[src/logic/mrc_pkg.sv]
// Constants, field layout and carrier types for the receive config / management register slice.
// Assumes an 8-bit register port on the core clock and a receive engine reporting frame results.
// Contract
// - Receive config bit 6 sets interrupt polarity, sense reversed in non-ISA bus modes, reset 1.
// - Bit 5 set: frames checked on address and CRC but never written to buffer.
// - Bit 4 set: accept every frame with individual destination address.
// - Bit 2 set accepts broadcast frames; clear rejects them.
// - Bit 1 set accepts runt frames instead of discarding them.
// - Bit 0 set accepts and stores frames received with errors.
// - Write to 0CH loads receive config; read of 0CH returns receive status.
// - Receive status bits: 6 disabled, 5 multicast, 4 missed, 3 overrun, 2 align, 1 CRC, 0 intact.
// - Inter-frame gap at 16H, 7-bit read/write, reset 15H, bit 7 reserved.
// - Gap segment one at 12H, 7-bit read/write, reset 0cH.
// - Gap segment two at 13H, 7-bit read/write, reset 12H.
// - Management bit 6 is read-only synchronized level of ROM data output pin.
// - Management bits 5, 7, 4 drive ROM data in, clock, select directly.
// - Management bit 3 driven onto MDIO only while direction bit is 0.
// - Management bit 2 is read-only sampled MDIO level.
// - Bit 1 set releases MDIO as input, clear drives it; host sets before reading.
// - Management bit 0 drives the MDC pin directly.
// - Read of 15H returns PHY status: bit 3 fast, bit 2 slow, bit 1 whole PHY in reset.
// - Status bit 0 rises on negotiation done, drops when negotiation restarts.
package mrc_pkg;
  localparam logic [4:0] MRC_OFF_RX_CFG   = 5'h0c;
  localparam logic [4:0] MRC_OFF_GAP_ONE  = 5'h12;
  localparam logic [4:0] MRC_OFF_GAP_TWO  = 5'h13;
  localparam logic [4:0] MRC_OFF_MGMT     = 5'h14;
  localparam logic [4:0] MRC_OFF_TEST     = 5'h15;
  localparam logic [4:0] MRC_OFF_GAP      = 5'h16;
  localparam logic [7:0] MRC_RST_RX_CFG   = 8'h40;
  localparam logic [6:0] MRC_RST_GAP      = 7'h15;
  localparam logic [6:0] MRC_RST_GAP_ONE  = 7'h0c;
  localparam logic [6:0] MRC_RST_GAP_TWO  = 7'h12;
  localparam logic [7:0] MRC_RST_MGMT     = 8'h02;
  localparam logic [4:0] MRC_RST_TEST     = 5'h00;
  localparam int         MRC_B_POL        = 6;
  localparam int         MRC_B_MON        = 5;
  localparam int         MRC_B_PRO        = 4;
  localparam int         MRC_B_GRP        = 3;
  localparam int         MRC_B_BC         = 2;
  localparam int         MRC_B_RUNT       = 1;
  localparam int         MRC_B_ERR        = 0;
  localparam int         MRC_B_RCLK       = 7;
  localparam int         MRC_B_RDO        = 6;
  localparam int         MRC_B_RDI        = 5;
  localparam int         MRC_B_RCS        = 4;
  localparam int         MRC_B_MDO        = 3;
  localparam int         MRC_B_MDI        = 2;
  localparam int         MRC_B_MGMT_DIR_BIT       = 1;
  localparam int         MRC_B_MDC        = 0;

  typedef struct packed {
    logic keep_errored_frames;
    logic accept_short_frames;
    logic accept_bcast;
    logic accept_group_cast;
    logic accept_all_unicast;
    logic watch_only_mode;
  } mrc_filt_t;

  typedef struct packed {
    logic rx_off_flag;
    logic group_addr_seen;
    logic lost_frame_flag;
    logic rx_overflow_flag;
    logic misaligned_frame_flag;
    logic checksum_bad_flag;
    logic rx_intact_flag;
  } mrc_rxst_t;

  typedef struct packed {
    logic fast_phy_in_reset;
    logic slow_phy_in_reset;
    logic phy_busy_reset;
    logic negotiation_done;
  } mrc_physt_t;
endpackage : mrc_pkg

[src/logic/mrc_regs.sv]
// Register slice: receive config/status, gap timers, ROM and management bit port, test register.
// Assumes host strobes are one-cycle pulses on clk; pins and PHY status are asynchronous.
`timescale 1ns/10ps
module mrc_regs
  import mrc_pkg::*;
(
  input  wire logic        clk,
  input  wire logic        rst,
  input  wire logic [4:0]  addr,
  input  wire logic        wr_stb,
  input  wire logic        rd_stb,
  input  wire logic [7:0]  wr_data,
  output logic      [7:0]  rd_data,
  output logic             rd_valid,
  input  wire logic        isa_bus_mode,
  input  wire logic        irq_raw,
  output logic             irq_pin,
  input  wire logic        frm_end,
  input  wire mrc_rxst_t   frm_status,
  input  wire logic        frm_unicast,
  input  wire logic        frm_station_hit,
  input  wire logic        frm_multicast,
  input  wire logic        frm_hash_hit,
  input  wire logic        frm_bcast,
  input  wire logic        frm_runt,
  input  wire logic        frm_errored,
  output logic             frm_accept,
  output logic             frm_store,
  output mrc_filt_t        filt_cfg,
  output logic      [6:0]  gap_length,
  output logic      [6:0]  gap_seg_one,
  output logic      [6:0]  gap_seg_two,
  output logic             serial_rom_clock,
  output logic             serial_rom_select,
  output logic             rom_data_in_pin,
  input  wire logic        rom_data_out_pin,
  input  wire logic        mdio_i,
  output logic             mdio_o,
  output logic             mdio_oe,
  output logic             mdc_pin,
  output logic      [4:0]  test_ctrl,
  input  wire mrc_physt_t  phy_status
);

  logic [7:0] rx_cfg_ff;
  mrc_rxst_t  rx_stat_ff;
  logic [6:0] gap_ff;
  logic [6:0] gap_one_ff;
  logic [6:0] gap_two_ff;
  logic [7:0] mgmt_ff;
  logic [4:0] test_ff;
  logic [7:0] rd_data_ff;
  logic       rd_valid_ff;
  logic [1:0] rdo_sync_ff;
  logic [1:0] mdi_sync_ff;
  logic [3:0] phy_sync0_ff;
  logic [3:0] phy_sync1_ff;
  logic       irq_ff;
  logic       addr_ok;
  logic [7:0] nxt_rd_data;

  function automatic logic hit(input logic [4:0] a, input logic [4:0] off);
    hit = (a == off);
  endfunction : hit

  always_ff @(posedge clk or posedge rst)
  begin
    if (rst)
      rx_cfg_ff <= MRC_RST_RX_CFG;
    else if (wr_stb && hit(addr, MRC_OFF_RX_CFG))
      rx_cfg_ff <= {1'b0, wr_data[6:0]};
  end

  always_ff @(posedge clk or posedge rst)
  begin
    if (rst)
    begin
      gap_ff     <= MRC_RST_GAP;
      gap_one_ff <= MRC_RST_GAP_ONE;
      gap_two_ff <= MRC_RST_GAP_TWO;
    end
    else if (wr_stb)
    begin
      if (hit(addr, MRC_OFF_GAP))
        gap_ff <= wr_data[6:0];
      if (hit(addr, MRC_OFF_GAP_ONE))
        gap_one_ff <= wr_data[6:0];
      if (hit(addr, MRC_OFF_GAP_TWO))
        gap_two_ff <= wr_data[6:0];
    end
  end

  // stored port bits
  // MDIO released at reset so the pin never fights the PHY
  always_ff @(posedge clk or posedge rst)
  begin
    if (rst)
      mgmt_ff <= MRC_RST_MGMT;
    else if (wr_stb && hit(addr, MRC_OFF_MGMT))
      mgmt_ff <= wr_data;
  end

  always_ff @(posedge clk or posedge rst)
  begin
    if (rst)
      test_ff <= MRC_RST_TEST;
    else if (wr_stb && hit(addr, MRC_OFF_TEST))
      test_ff <= wr_data[4:0];
  end

  always_ff @(posedge clk or posedge rst)
  begin
    if (rst)
      rx_stat_ff <= '0;
    else if (frm_end)
      rx_stat_ff <= frm_status;
  end

  always_ff @(posedge clk or posedge rst)
  begin
    if (rst)
    begin
      rdo_sync_ff  <= 2'h0;
      mdi_sync_ff  <= 2'h0;
      phy_sync0_ff <= 4'h0;
      phy_sync1_ff <= 4'h0;
    end
    else
    begin
      rdo_sync_ff  <= {rdo_sync_ff[0], rom_data_out_pin};
      mdi_sync_ff  <= {mdi_sync_ff[0], mdio_i};
      phy_sync0_ff <= phy_status;
      phy_sync1_ff <= phy_sync0_ff;
    end
  end

  always_comb
  begin
    addr_ok     = 1'b1;
    nxt_rd_data = 8'h00;
    if (hit(addr, MRC_OFF_RX_CFG))
      nxt_rd_data = {1'b0, rx_stat_ff};
    else if (hit(addr, MRC_OFF_GAP_ONE))
      nxt_rd_data = {1'b0, gap_one_ff};
    else if (hit(addr, MRC_OFF_GAP_TWO))
      nxt_rd_data = {1'b0, gap_two_ff};
    else if (hit(addr, MRC_OFF_MGMT))
      nxt_rd_data = {mgmt_ff[7], rdo_sync_ff[1], mgmt_ff[5:3], mdi_sync_ff[1], mgmt_ff[1:0]};
    else if (hit(addr, MRC_OFF_TEST))
      nxt_rd_data = {4'h0, phy_sync1_ff};
    else if (hit(addr, MRC_OFF_GAP))
      nxt_rd_data = {1'b0, gap_ff};
    else
      addr_ok = 1'b0;
  end

  // Unmapped reads answer zero but still complete
  always_ff @(posedge clk or posedge rst)
  begin
    if (rst)
    begin
      rd_data_ff  <= 8'h00;
      rd_valid_ff <= 1'b0;
    end
    else
    begin
      rd_valid_ff <= rd_stb;
      if (rd_stb)
        rd_data_ff <= addr_ok ? nxt_rd_data : 8'h00;
    end
  end

  always_ff @(posedge clk or posedge rst)
  begin
    if (rst)
      irq_ff <= 1'b0;
    else
      irq_ff <= irq_raw ^ ~(rx_cfg_ff[MRC_B_POL] ~^ isa_bus_mode);
  end

  always_comb
  begin
    frm_accept = 1'b0;
    if (frm_unicast && (frm_station_hit || rx_cfg_ff[MRC_B_PRO]))
      frm_accept = 1'b1;
    if (frm_multicast && !frm_bcast && rx_cfg_ff[MRC_B_GRP] && frm_hash_hit)
      frm_accept = 1'b1;
    if (frm_bcast && rx_cfg_ff[MRC_B_BC])
      frm_accept = 1'b1;
    if (frm_runt && !rx_cfg_ff[MRC_B_RUNT])
      frm_accept = 1'b0;
    if (frm_errored && !rx_cfg_ff[MRC_B_ERR])
      frm_accept = 1'b0;
  end

  assign frm_store = frm_accept && !rx_cfg_ff[MRC_B_MON];

  assign filt_cfg.keep_errored_frames = rx_cfg_ff[MRC_B_ERR];
  assign filt_cfg.accept_short_frames = rx_cfg_ff[MRC_B_RUNT];
  assign filt_cfg.accept_bcast        = rx_cfg_ff[MRC_B_BC];
  assign filt_cfg.accept_group_cast   = rx_cfg_ff[MRC_B_GRP];
  assign filt_cfg.accept_all_unicast  = rx_cfg_ff[MRC_B_PRO];
  assign filt_cfg.watch_only_mode     = rx_cfg_ff[MRC_B_MON];
  assign gap_length        = gap_ff;
  assign gap_seg_one       = gap_one_ff;
  assign gap_seg_two       = gap_two_ff;
  assign rd_data           = rd_data_ff;
  assign rd_valid          = rd_valid_ff;
  assign irq_pin           = irq_ff;
  assign test_ctrl         = test_ff;
  assign serial_rom_clock  = mgmt_ff[MRC_B_RCLK];
  assign serial_rom_select = mgmt_ff[MRC_B_RCS];
  assign rom_data_in_pin   = mgmt_ff[MRC_B_RDI];
  assign mdio_o            = mgmt_ff[MRC_B_MDO];
  assign mdio_oe           = !mgmt_ff[MRC_B_MGMT_DIR_BIT];
  assign mdc_pin           = mgmt_ff[MRC_B_MDC];

  property p_cfg_load;
    @(posedge clk) disable iff (rst)
    wr_stb && hit(addr, MRC_OFF_RX_CFG) |=> rx_cfg_ff[6:0] == $past(wr_data[6:0]);
  endproperty
  a_cfg_load: assert property (p_cfg_load) else $error("config not loaded");

  property p_stat_read;
    @(posedge clk) disable iff (rst)
    rd_stb && hit(addr, MRC_OFF_RX_CFG) && !frm_end |=> rd_data == {1'b0, rx_stat_ff} && rd_valid;
  endproperty
  a_stat_read: assert property (p_stat_read) else $error("status read wrong");

  property p_stat_upd;
    @(posedge clk) disable iff (rst)
    frm_end |=> rx_stat_ff == $past(frm_status);
  endproperty
  a_stat_upd: assert property (p_stat_upd) else $error("status not updated");

  property p_mon;
    @(posedge clk) disable iff (rst)
    rx_cfg_ff[MRC_B_MON] |-> !frm_store;
  endproperty
  a_mon: assert property (p_mon) else $error("stored in monitor mode");

  property p_bc;
    @(posedge clk) disable iff (rst)
    frm_bcast && !frm_unicast && !rx_cfg_ff[MRC_B_BC] |-> !frm_accept;
  endproperty
  a_bc: assert property (p_bc) else $error("broadcast accepted");

  property p_err;
    @(posedge clk) disable iff (rst)
    frm_errored && !rx_cfg_ff[MRC_B_ERR] |-> !frm_accept;
  endproperty
  a_err: assert property (p_err) else $error("error frame accepted");

  property p_mdio;
    @(posedge clk) disable iff (rst)
    wr_stb && hit(addr, MRC_OFF_MGMT) |=> mdio_oe == !$past(wr_data[MRC_B_MGMT_DIR_BIT]) && mdio_o == $past(wr_data[3]);
  endproperty
  a_mdio: assert property (p_mdio) else $error("mdio drive wrong");

  property p_mdi;
    @(posedge clk) disable iff (rst)
    rd_stb && hit(addr, MRC_OFF_MGMT) |=> rd_data[MRC_B_MDI] == $past(mdi_sync_ff[1]);
  endproperty
  a_mdi: assert property (p_mdi) else $error("mdio sample wrong");

  property p_pol;
    @(posedge clk) disable iff (rst)
    $stable(irq_raw) && $stable(isa_bus_mode) && $stable(rx_cfg_ff[MRC_B_POL])
      |=> irq_pin == ($past(irq_raw) ^ ~($past(rx_cfg_ff[MRC_B_POL]) ~^ $past(isa_bus_mode)));
  endproperty
  a_pol: assert property (p_pol) else $error("irq polarity wrong");

  property p_gap;
    @(posedge clk) disable iff (rst)
    wr_stb && hit(addr, MRC_OFF_GAP) |=> gap_length == $past(wr_data[6:0]);
  endproperty
  a_gap: assert property (p_gap) else $error("gap not written");

  property p_uni;
    @(posedge clk) disable iff (rst)
    frm_unicast && rx_cfg_ff[MRC_B_PRO] && !frm_runt && !frm_errored |-> frm_accept;
  endproperty
  a_uni: assert property (p_uni) else $error("unicast dropped");

  property p_grp;
    @(posedge clk) disable iff (rst)
    frm_multicast && !frm_hash_hit && !frm_bcast && !frm_unicast |-> !frm_accept;
  endproperty
  a_grp: assert property (p_grp) else $error("unhashed multicast accepted");

  property p_runt;
    @(posedge clk) disable iff (rst)
    frm_runt && !rx_cfg_ff[MRC_B_RUNT] |-> !frm_accept;
  endproperty
  a_runt: assert property (p_runt) else $error("runt accepted");

  property p_gap_one;
    @(posedge clk) disable iff (rst)
    wr_stb && hit(addr, MRC_OFF_GAP_ONE) |=> gap_seg_one == $past(wr_data[6:0]);
  endproperty
  a_gap_one: assert property (p_gap_one) else $error("segment one not written");

  property p_gap_two;
    @(posedge clk) disable iff (rst)
    wr_stb && hit(addr, MRC_OFF_GAP_TWO) |=> gap_seg_two == $past(wr_data[6:0]);
  endproperty
  a_gap_two: assert property (p_gap_two) else $error("segment two not written");

  property p_rdo;
    @(posedge clk) disable iff (rst)
    rd_stb && hit(addr, MRC_OFF_MGMT) |=> rd_data[MRC_B_RDO] == $past(rdo_sync_ff[1]);
  endproperty
  a_rdo: assert property (p_rdo) else $error("rom data sample wrong");

  property p_rom;
    @(posedge clk) disable iff (rst)
    wr_stb && hit(addr, MRC_OFF_MGMT) |=> serial_rom_clock == $past(wr_data[MRC_B_RCLK])
      && serial_rom_select == $past(wr_data[MRC_B_RCS]) && rom_data_in_pin == $past(wr_data[MRC_B_RDI])
      && mdc_pin == $past(wr_data[MRC_B_MDC]);
  endproperty
  a_rom: assert property (p_rom) else $error("port pins wrong");

  property p_phy;
    @(posedge clk) disable iff (rst)
    rd_stb && hit(addr, MRC_OFF_TEST) |=> rd_data == {4'h0, $past(phy_sync1_ff)};
  endproperty
  a_phy: assert property (p_phy) else $error("phy status read wrong");

endmodule : mrc_regs

[config.mk]
export PLATFORM = sky130hd
export DESIGN_NAME = mrc_regs
export DESIGN_NICKNAME = d
export VERILOG_FILES = /design/src/logic/mrc_pkg.sv /design/src/logic/mrc_regs.sv
export SDC_FILE = /design/constraint.sdc
export NUM_CORES = 1
export LEC_CHECK = 0
export BUFFER_PORTS_ARGS = -buffer_cell sky130_fd_sc_hd__clkbuf_2
export CAP_MARGIN = 20
export CORE_ASPECT_RATIO = 0.7
export CORE_MARGIN = 1.5
export CORE_UTILIZATION = 48
export CTS_BUF_LIST = sky130_fd_sc_hd__clkbuf_4 sky130_fd_sc_hd__clkbuf_8
export CTS_CLUSTER_DIAMETER = 120
export CTS_CLUSTER_SIZE = 25
export DETAILED_ROUTE_END_ITERATION = 10
export PLACE_DENSITY_LB_ADDON = 0.1
export SLEW_MARGIN = 20
export SYNTH_ARGS = -nofsm -noshare
export SYNTH_HDL_FRONTEND = slang
export SYNTH_SLANG_ARGS = --single-unit
export TNS_END_PERCENT = 100
[constraint.sdc]
create_clock -name clk -period 1.8 [get_ports clk]
set_input_delay 0.27 -clock clk [delete_from_list [all_inputs] [get_ports clk]]
set_output_delay 0.27 -clock clk [all_outputs]
set_load 0.005 [all_outputs]
==> results.yml, run 1 <==
yosys:
  ys_types: 44
  synth_compound_area_share_pct: 7.24
  post-synth-top-count-cell: "dfrtp_1"
  synth_ff_type: "dfrtp_1"
  synthDominantCellAreaShare_pct: 48.3
  synth_xor_area_share_pct: 0.573
  synth_area_leader_cell: "dfrtp_1"
  ys_seq_area_share_pct: 56.0
  async_reset_ff_share_pct: 100
  synthCells: 224
  synthesis.area_sq_um: 3060
  ys_ff_latch: 68
  synthTopCellsByCount: "dfrtp_1, mux2_2, inv_1"
  muxShareOfSynthArea_pct: 20.4
  avgSynthCellArea_sq_um: 13.7
  yosys.area_share.simple_pct: 10.1
  synth_edf_count: 0
  synth_nets: 264
  yosysWarnings: 0
  synth_fa_ha_area_share_pct: 0
  synthTopCellsByArea: "dfrtp_1, mux2_2, dfstp_2, mux2_4, buf_4"
  synth_top_family_by_area: "multiplexers"
global_routing:
  grt-ovfl-total: 0
  antenna_found_initial: 0
  grt_max_degree: 69
  grt_pass1_wl_mm: 11.1
  track_usage_pct: 21.5
  grt_pass1_vias: 2079
pwr:
  pwr-share-seq_pct: 47.2
  internal_power_mw: 3.08
  finalPower_mw: 4.09
  p_comb_share_pct: 16.3
  p_sw_mw: 1.01
  ir_drop_mv: 0.796
  p_sw_share_pct: 24.7
  power_density_nw_per_um2: 1080
  power.leakage_nw: 1.85
  p_clk_share_pct: 36.5
run_status:
  violations: "negative hold slack"
  status: "finished with violations"
finish:
  multi_input_area_sq_um: 1170
  fin_util_pct: 61.4
  nets: 352
  fill_cells: 520
  drive_above_1_share_pct: 54.9
  area_delta_synth_final_pct: 24.3
  ff_latch_area_sq_um: 1710
  antenna_cells: 0
floorplan:
  dieHeight_um: 69.8
  die_x_um: 98.4
  core-area_sq_um: 6190
  start_util_pct: 49.4
  num_io_pins: 90
  die-area_sq_um: 6870
  fp-row-count: 24
worst_hold_path:
  min_path_type: "input pin to asynchronous set/reset pin"
sta:
  worstMarginPinSlew_ns: 0.416
  slew_headroom_pct: 72.3
  post-route-min-period_ns: 1.55
  drv_slew: 0
  fin_crit_sh_pct: 86.1
  fmax_mhz: 645
  clock_skew_ns: 0.00472
  finalSetupViolCount: 0
  rsz0062_at_grt: "no"
  whs_ns: -0.00173
  timing_hold_violations_final: 4
  timing.setup.tns_ns: 0
critical_path:
  critPathTopFamily: "flip-flops"
  slowest_delay_ns: 0.38
  endpoint_kind: "primary output"
  critPathBufInv: 1
  cp_max_fo: 3
  cp.arrival_ns: 1.28
  critical_path_class: "flip-flop to primary output"
  critPathLaunchType: "flip-flop"
  path_cells: "nand4b_1 > a31oi_1 > nor2b_1 > clkbuf_2"
  required_ns: 1.53
  crit_slowest_cell: "dfrtp_1"
cts:
  cts_made_buffers: 9
  ctsRootBufferMaster: "clkbuf_8"
  ctsResizeCount: 0
  post_cts_buffers: 0
  cts_buffer_depth: 2
  clk_latency_ns: 0.34
  tritoncts: "yes"
  ctsHoldBuffers: 0
  htreeDepth: 3
  clk_pin_slew_ns: 0.07
  clock-sinks: 68
routing:
  drc_errors: 0
  first_pass_iters: 4
  vias_per_cell: 5.27
  drt_iter0_drc: 131
  final_antenna_net_count: 0
  totalWireLength_mm: 6.84
  wl_per_cell_um: 17.3
  routed-via-count: 2083
flow_run:
  drv_cap: 0
placed_design:
  gp_congestion: 0.778
  port_buffers: 89
  dp_hpwl_mm: 4.86
through the flow:
stage                     setup WS (ns)  area (sq um)  hold slack (ns)  cells
after global placement            0.169          3560            0.335    379
after global routing             0.0988          3800           0.0104    395
after CTS                         0.231          3800          0.00883    395
after detailed placement          0.157          3560            0.337    379
after floorplan                   0.375          3060            0.301    224
final                             0.250          3800         -0.00173    395
final cells by class:
type | instances | share of cell area (%)
flip-flops and latches | 68 | 45.1
clock buffers | 9 | 3.26
well taps | 78 | 2.57
repair buffers | 95 | 13.9
clock inverters | 7 | 3.03
inverters | 13 | 1.38
multi-input cells | 125 | 30.8
worst register-to-register path: cells and delay by family, from the launching register on:
kind | cells | cell delay (ns)
DFF | 1 | 0.55
muxes | 1 | 0.07
AOI/OAI and AO/OA | 3 | 0.63
worst paths after layout:
check | start | end | slack, ns | cells past startpoint
max | rx_cfg_ff[3] | frm_store | 0.25 | 4
min | rst | irq_pin | -0.002 | 3
max reg2reg | gap_length[2] | rd_data[2] | 0.46 | 4
min reg2reg | phy_sync0_ff[0] | phy_sync1_ff[0] | 0.35 | 0
max in group asynchronous | rst | gap_length[4] | 1.46 | 3
min in group clk | phy_status[3] | phy_sync0_ff[3] | 0.03 | 1
registers in the layout, summed over array words and instances, names as in the netlist:
| signal | count |
|---|---|
| rdo_sync_ff | 2 |
| test_ctrl | 5 |
| rd_valid | 1 |
| phy_sync1_ff | 4 |
| irq_pin | 1 |
| gap_seg_one | 7 |
| phy_sync0_ff | 4 |
| gap_seg_two | 7 |
| rx_cfg_ff | 7 |
| mgmt_ff | 6 |
| rx_stat_ff | 7 |
| rd_data | 8 |
| gap_length | 7 |
| mdi_sync_ff | 2 |
metal layers:
| metal | share of wire [%] | GRT usage, % | wire length, um |
|---|---|---|---|
| met5 | 0 | 0 | 0 |
| met4 | 1.3 | 4.69 | 87 |
| met3 | 6.3 | 7.66 | 430 |
| met2 | 45 | 30.8 | 3050 |
| met1 | 48 | 31.3 | 3270 |
power by group through the flow:
stage | Combinational [mW] | Sequential (mW) | Clock [mW]
3_3_place_gp | 0.662 | 1.95 | 0
6_report | 0.668 | 1.93 | 1.49
4_1_cts | 0.679 | 1.93 | 1.52
2_1_floorplan | 0.393 | 1.92 | 0
5_1_grt | 0.735 | 1.96 | 1.59
3_5_place_dp | 0.676 | 1.96 | 0
kinds of logic (layout without fill, tap and decap cells):
logic type | Yosys count | in the layout
simple gates | 40 | 40
flops | 68 | 68
compound gates | 31 | 31
xor+xnor | 2 | 2
mux | 52 | 52
buf+inv | 31 | 124
cell usage in the layout, fill, tap and decap left out, drive strengths merged, types with 6 or more instances in the layout:
master / synthesis / routed
dfstp: 9 / 9
buf: 15 / 6
dfrtp: 59 / 59
clkbuf: 3 / 98
o22ai: 8 / 8
mux2: 46 / 46
nand2b: 7 / 7
mux2i: 6 / 6
nand3b: 6 / 6
inv: 13 / 12
(Power assumes the default switching activity.)
==> run 2, diff against run 1 <==
- CORE_UTILIZATION: 48 -> 53
- clock period: 1.8 -> 1.68 ns (I/O delays scaled with it)
==> run 2 against run 1 <==
  * The run now ends clean
  * Utilization is 9.8 points higher
  * Clock skew rose by 0.00082 ns
  * Sequential share of layout area decreased by 0.51 points
  * Global-route usage is 2.2 points higher
  * Sequential cell count unchanged
  * Final cell count grew 1.3%
  * Critical path type unchanged
  * Critical endpoint unchanged
==> results.yml, run 2 (synthesis results as in run 1) <==
routing:
  final_antenna_net_count: 0
  totalWireLength_mm: 6.82
  wl_per_cell_um: 17.0
  drc_errors: 0
  first_pass_iters: 4
  vias_per_cell: 5.34
  drt_iter0_drc: 121
  routed-via-count: 2135
critical_path:
  critPathTopFamily: "flip-flops"
  crit_path_end: "frm_store"
  critical_path_class: "flip-flop to primary output"
  r2r_cells: 4
  critPathBufInv: 1
  path_cells: "nand4b_1 > a31oi_2 > nor2b_1 > clkbuf_2"
  endpoint_kind: "primary output"
  cp.depth: 4
  reg2reg_to: "rd_data[4]"
  rr_startpoint: "mgmt_ff[4]"
  r2r_slack_ns: 0.33
  cp.arrival_ns: 1.33
  critPathLaunchType: "flip-flop"
  crit_slowest_cell: "dfrtp_1"
  slowest_delay_ns: 0.38
  critPathLaunch: "rx_cfg_ff[3]"
  cp_max_fo: 3
  required_ns: 1.43
worst_hold_path:
  min_path_type: "input pin to flip-flop"
sta:
  clock_skew_ns: 0.00554
  slew_headroom_pct: 63.0
  fmax_mhz: 631
  timing_hold_violations_final: 0
  drv_slew: 0
  post-route-min-period_ns: 1.58
  fin_crit_sh_pct: 94.3
  worstMarginPinSlew_ns: 0.553
  finalSetupViolCount: 0
  timing.setup.tns_ns: 0
pwr:
  power_density_nw_per_um2: 1080
  ir_drop_mv: 0.772
  power.leakage_nw: 1.89
run_status:
  status: "finished, final reports clean"
finish:
  area_delta_synth_final_pct: 25.7
  layout_common_cells: "clkbuf_2, dfrtp_1, mux2_2"
  largest_reg_flops: 8
  antenna_cells: 0
  drive_above_1_share_pct: 55.8
  final_common_cell: "clkbuf_2"
  nets: 363
  fill_cells: 429
  postLayoutCellArea_sq_um: 3840
placed_design:
  dp_hpwl_mm: 5.10
  post_dp_cell_area_sq_um: 3600
  port_buffers: 89
  gp_congestion: 0.913
global_routing:
  grt-ovfl-total: 0
  top_usage_layer: "met1"
  grt_pass1_wl_mm: 10.5
  grt_util_met3_pct: 8.56
  antenna_found_initial: 0
  track_usage_pct: 23.7
  grt_pass1_vias: 1986
  use_met2_pct: 34.0
  use_met1_pct: 34.6
  grt_max_degree: 26
floorplan:
  start_util_pct: 56.7
  num_io_pins: 90
  die_x_um: 93.8
  fp-row-count: 22
  core-area_sq_um: 5400
  dieHeight_um: 66.6
  die-area_sq_um: 6240
cts:
  tritoncts: "yes"
  ctsRootBufferMaster: "clkbuf_8"
  clk_pin_slew_ns: 0.07
  cts_buffer_depth: 2
  clock-sinks: 68
  htreeDepth: 3
  cts_made_buffers: 9
  post_cts_buffers: 0
  clk_latency_ns: 0.34
flow_run:
  drv_cap: 0
-- run 2: where the power goes --
part / switching (mW) / leakage, nW / total (mW) / internal, mW
clock network: 0.578 / 0.106 / 1.36 / 0.778
logic: 0.300 / 0.947 / 0.735 / 0.435
registers: 0.172 / 0.834 / 2.07 / 1.90
total: 1.05 / 1.89 / 4.16 / 3.11
-- run 2: worst min path at each step --
stage / start / end / slack, ns / depth (start not counted)
after floorplan: mdio_i / mdi_sync_ff[0] / 0.28 / 0
after global placement: rst / rx_stat_ff[3] / 0.31 / 2
after detailed placement: rst / gap_seg_one[1] / 0.32 / 2
after CTS: mdio_i / mdi_sync_ff[0] / 0.0004 / 1
after global routing: phy_status[0] / phy_sync0_ff[0] / 0.001 / 1
final: rom_data_out_pin / rdo_sync_ff[0] / 0.02 / 1
-- run 2: worst reg2reg max path: stages (launching register included) --
cell      delay (ns)
dfrtp_1         0.40
mux2i_1         0.13
o21ai_0         0.10
a222oi_1        0.46
o22ai_1         0.12
-- run 2: area by class of cell --
| class | instances | area, sq um | share of cell area (%) |
|---|---|---|---|
| Sequential cell | 68 | 1710 | 44.6 |
| Multi-Input combinational cell | 125 | 1180 | 30.6 |
| Timing Repair Buffer | 106 | 606 | 15.8 |
| Clock buffer | 12 | 159 | 4.13 |
| Tap cell | 72 | 90.1 | 2.34 |
| Inverter | 13 | 52.6 | 1.37 |
| Clock inverter | 4 | 47.5 | 1.24 |
-- run 2: layer usage --
| metal | wire [um] | vias to the layer above |
|---|---|---|
| met3 | 475 | 7 |
| met5 | 0 | - |
| met4 | 38 | 0 |
| met2 | 2970 | 82 |
| met1 | 3330 | 1045 |
| li1 | - | 1001 |
-- run 2: repair_timing --
action                     CTS  global route
hold buffers                 1             2
hold endpoints to repair    18             2
resized for setup            0             2
setup endpoints to repair    0             1
-- run 2: metrics by stage --
stage / hold slack (ns) / setup WS (ns) / total power [mW] / instances / utilization (%)
floorplan: 0.283 / 0.273 / 2.48 / 224 / -
global placement: 0.314 / 0.0486 / 2.80 / 381 / 66.7
detailed placement: 0.320 / 0.0261 / 2.82 / 381 / 66.7
CTS: 0.000441 / 0.126 / 4.19 / 398 / 70.8
global route: 0.00110 / -0.0375 / 4.37 / 400 / 71.2
finish: 0.0213 / 0.0964 / 4.16 / 400 / 71.2
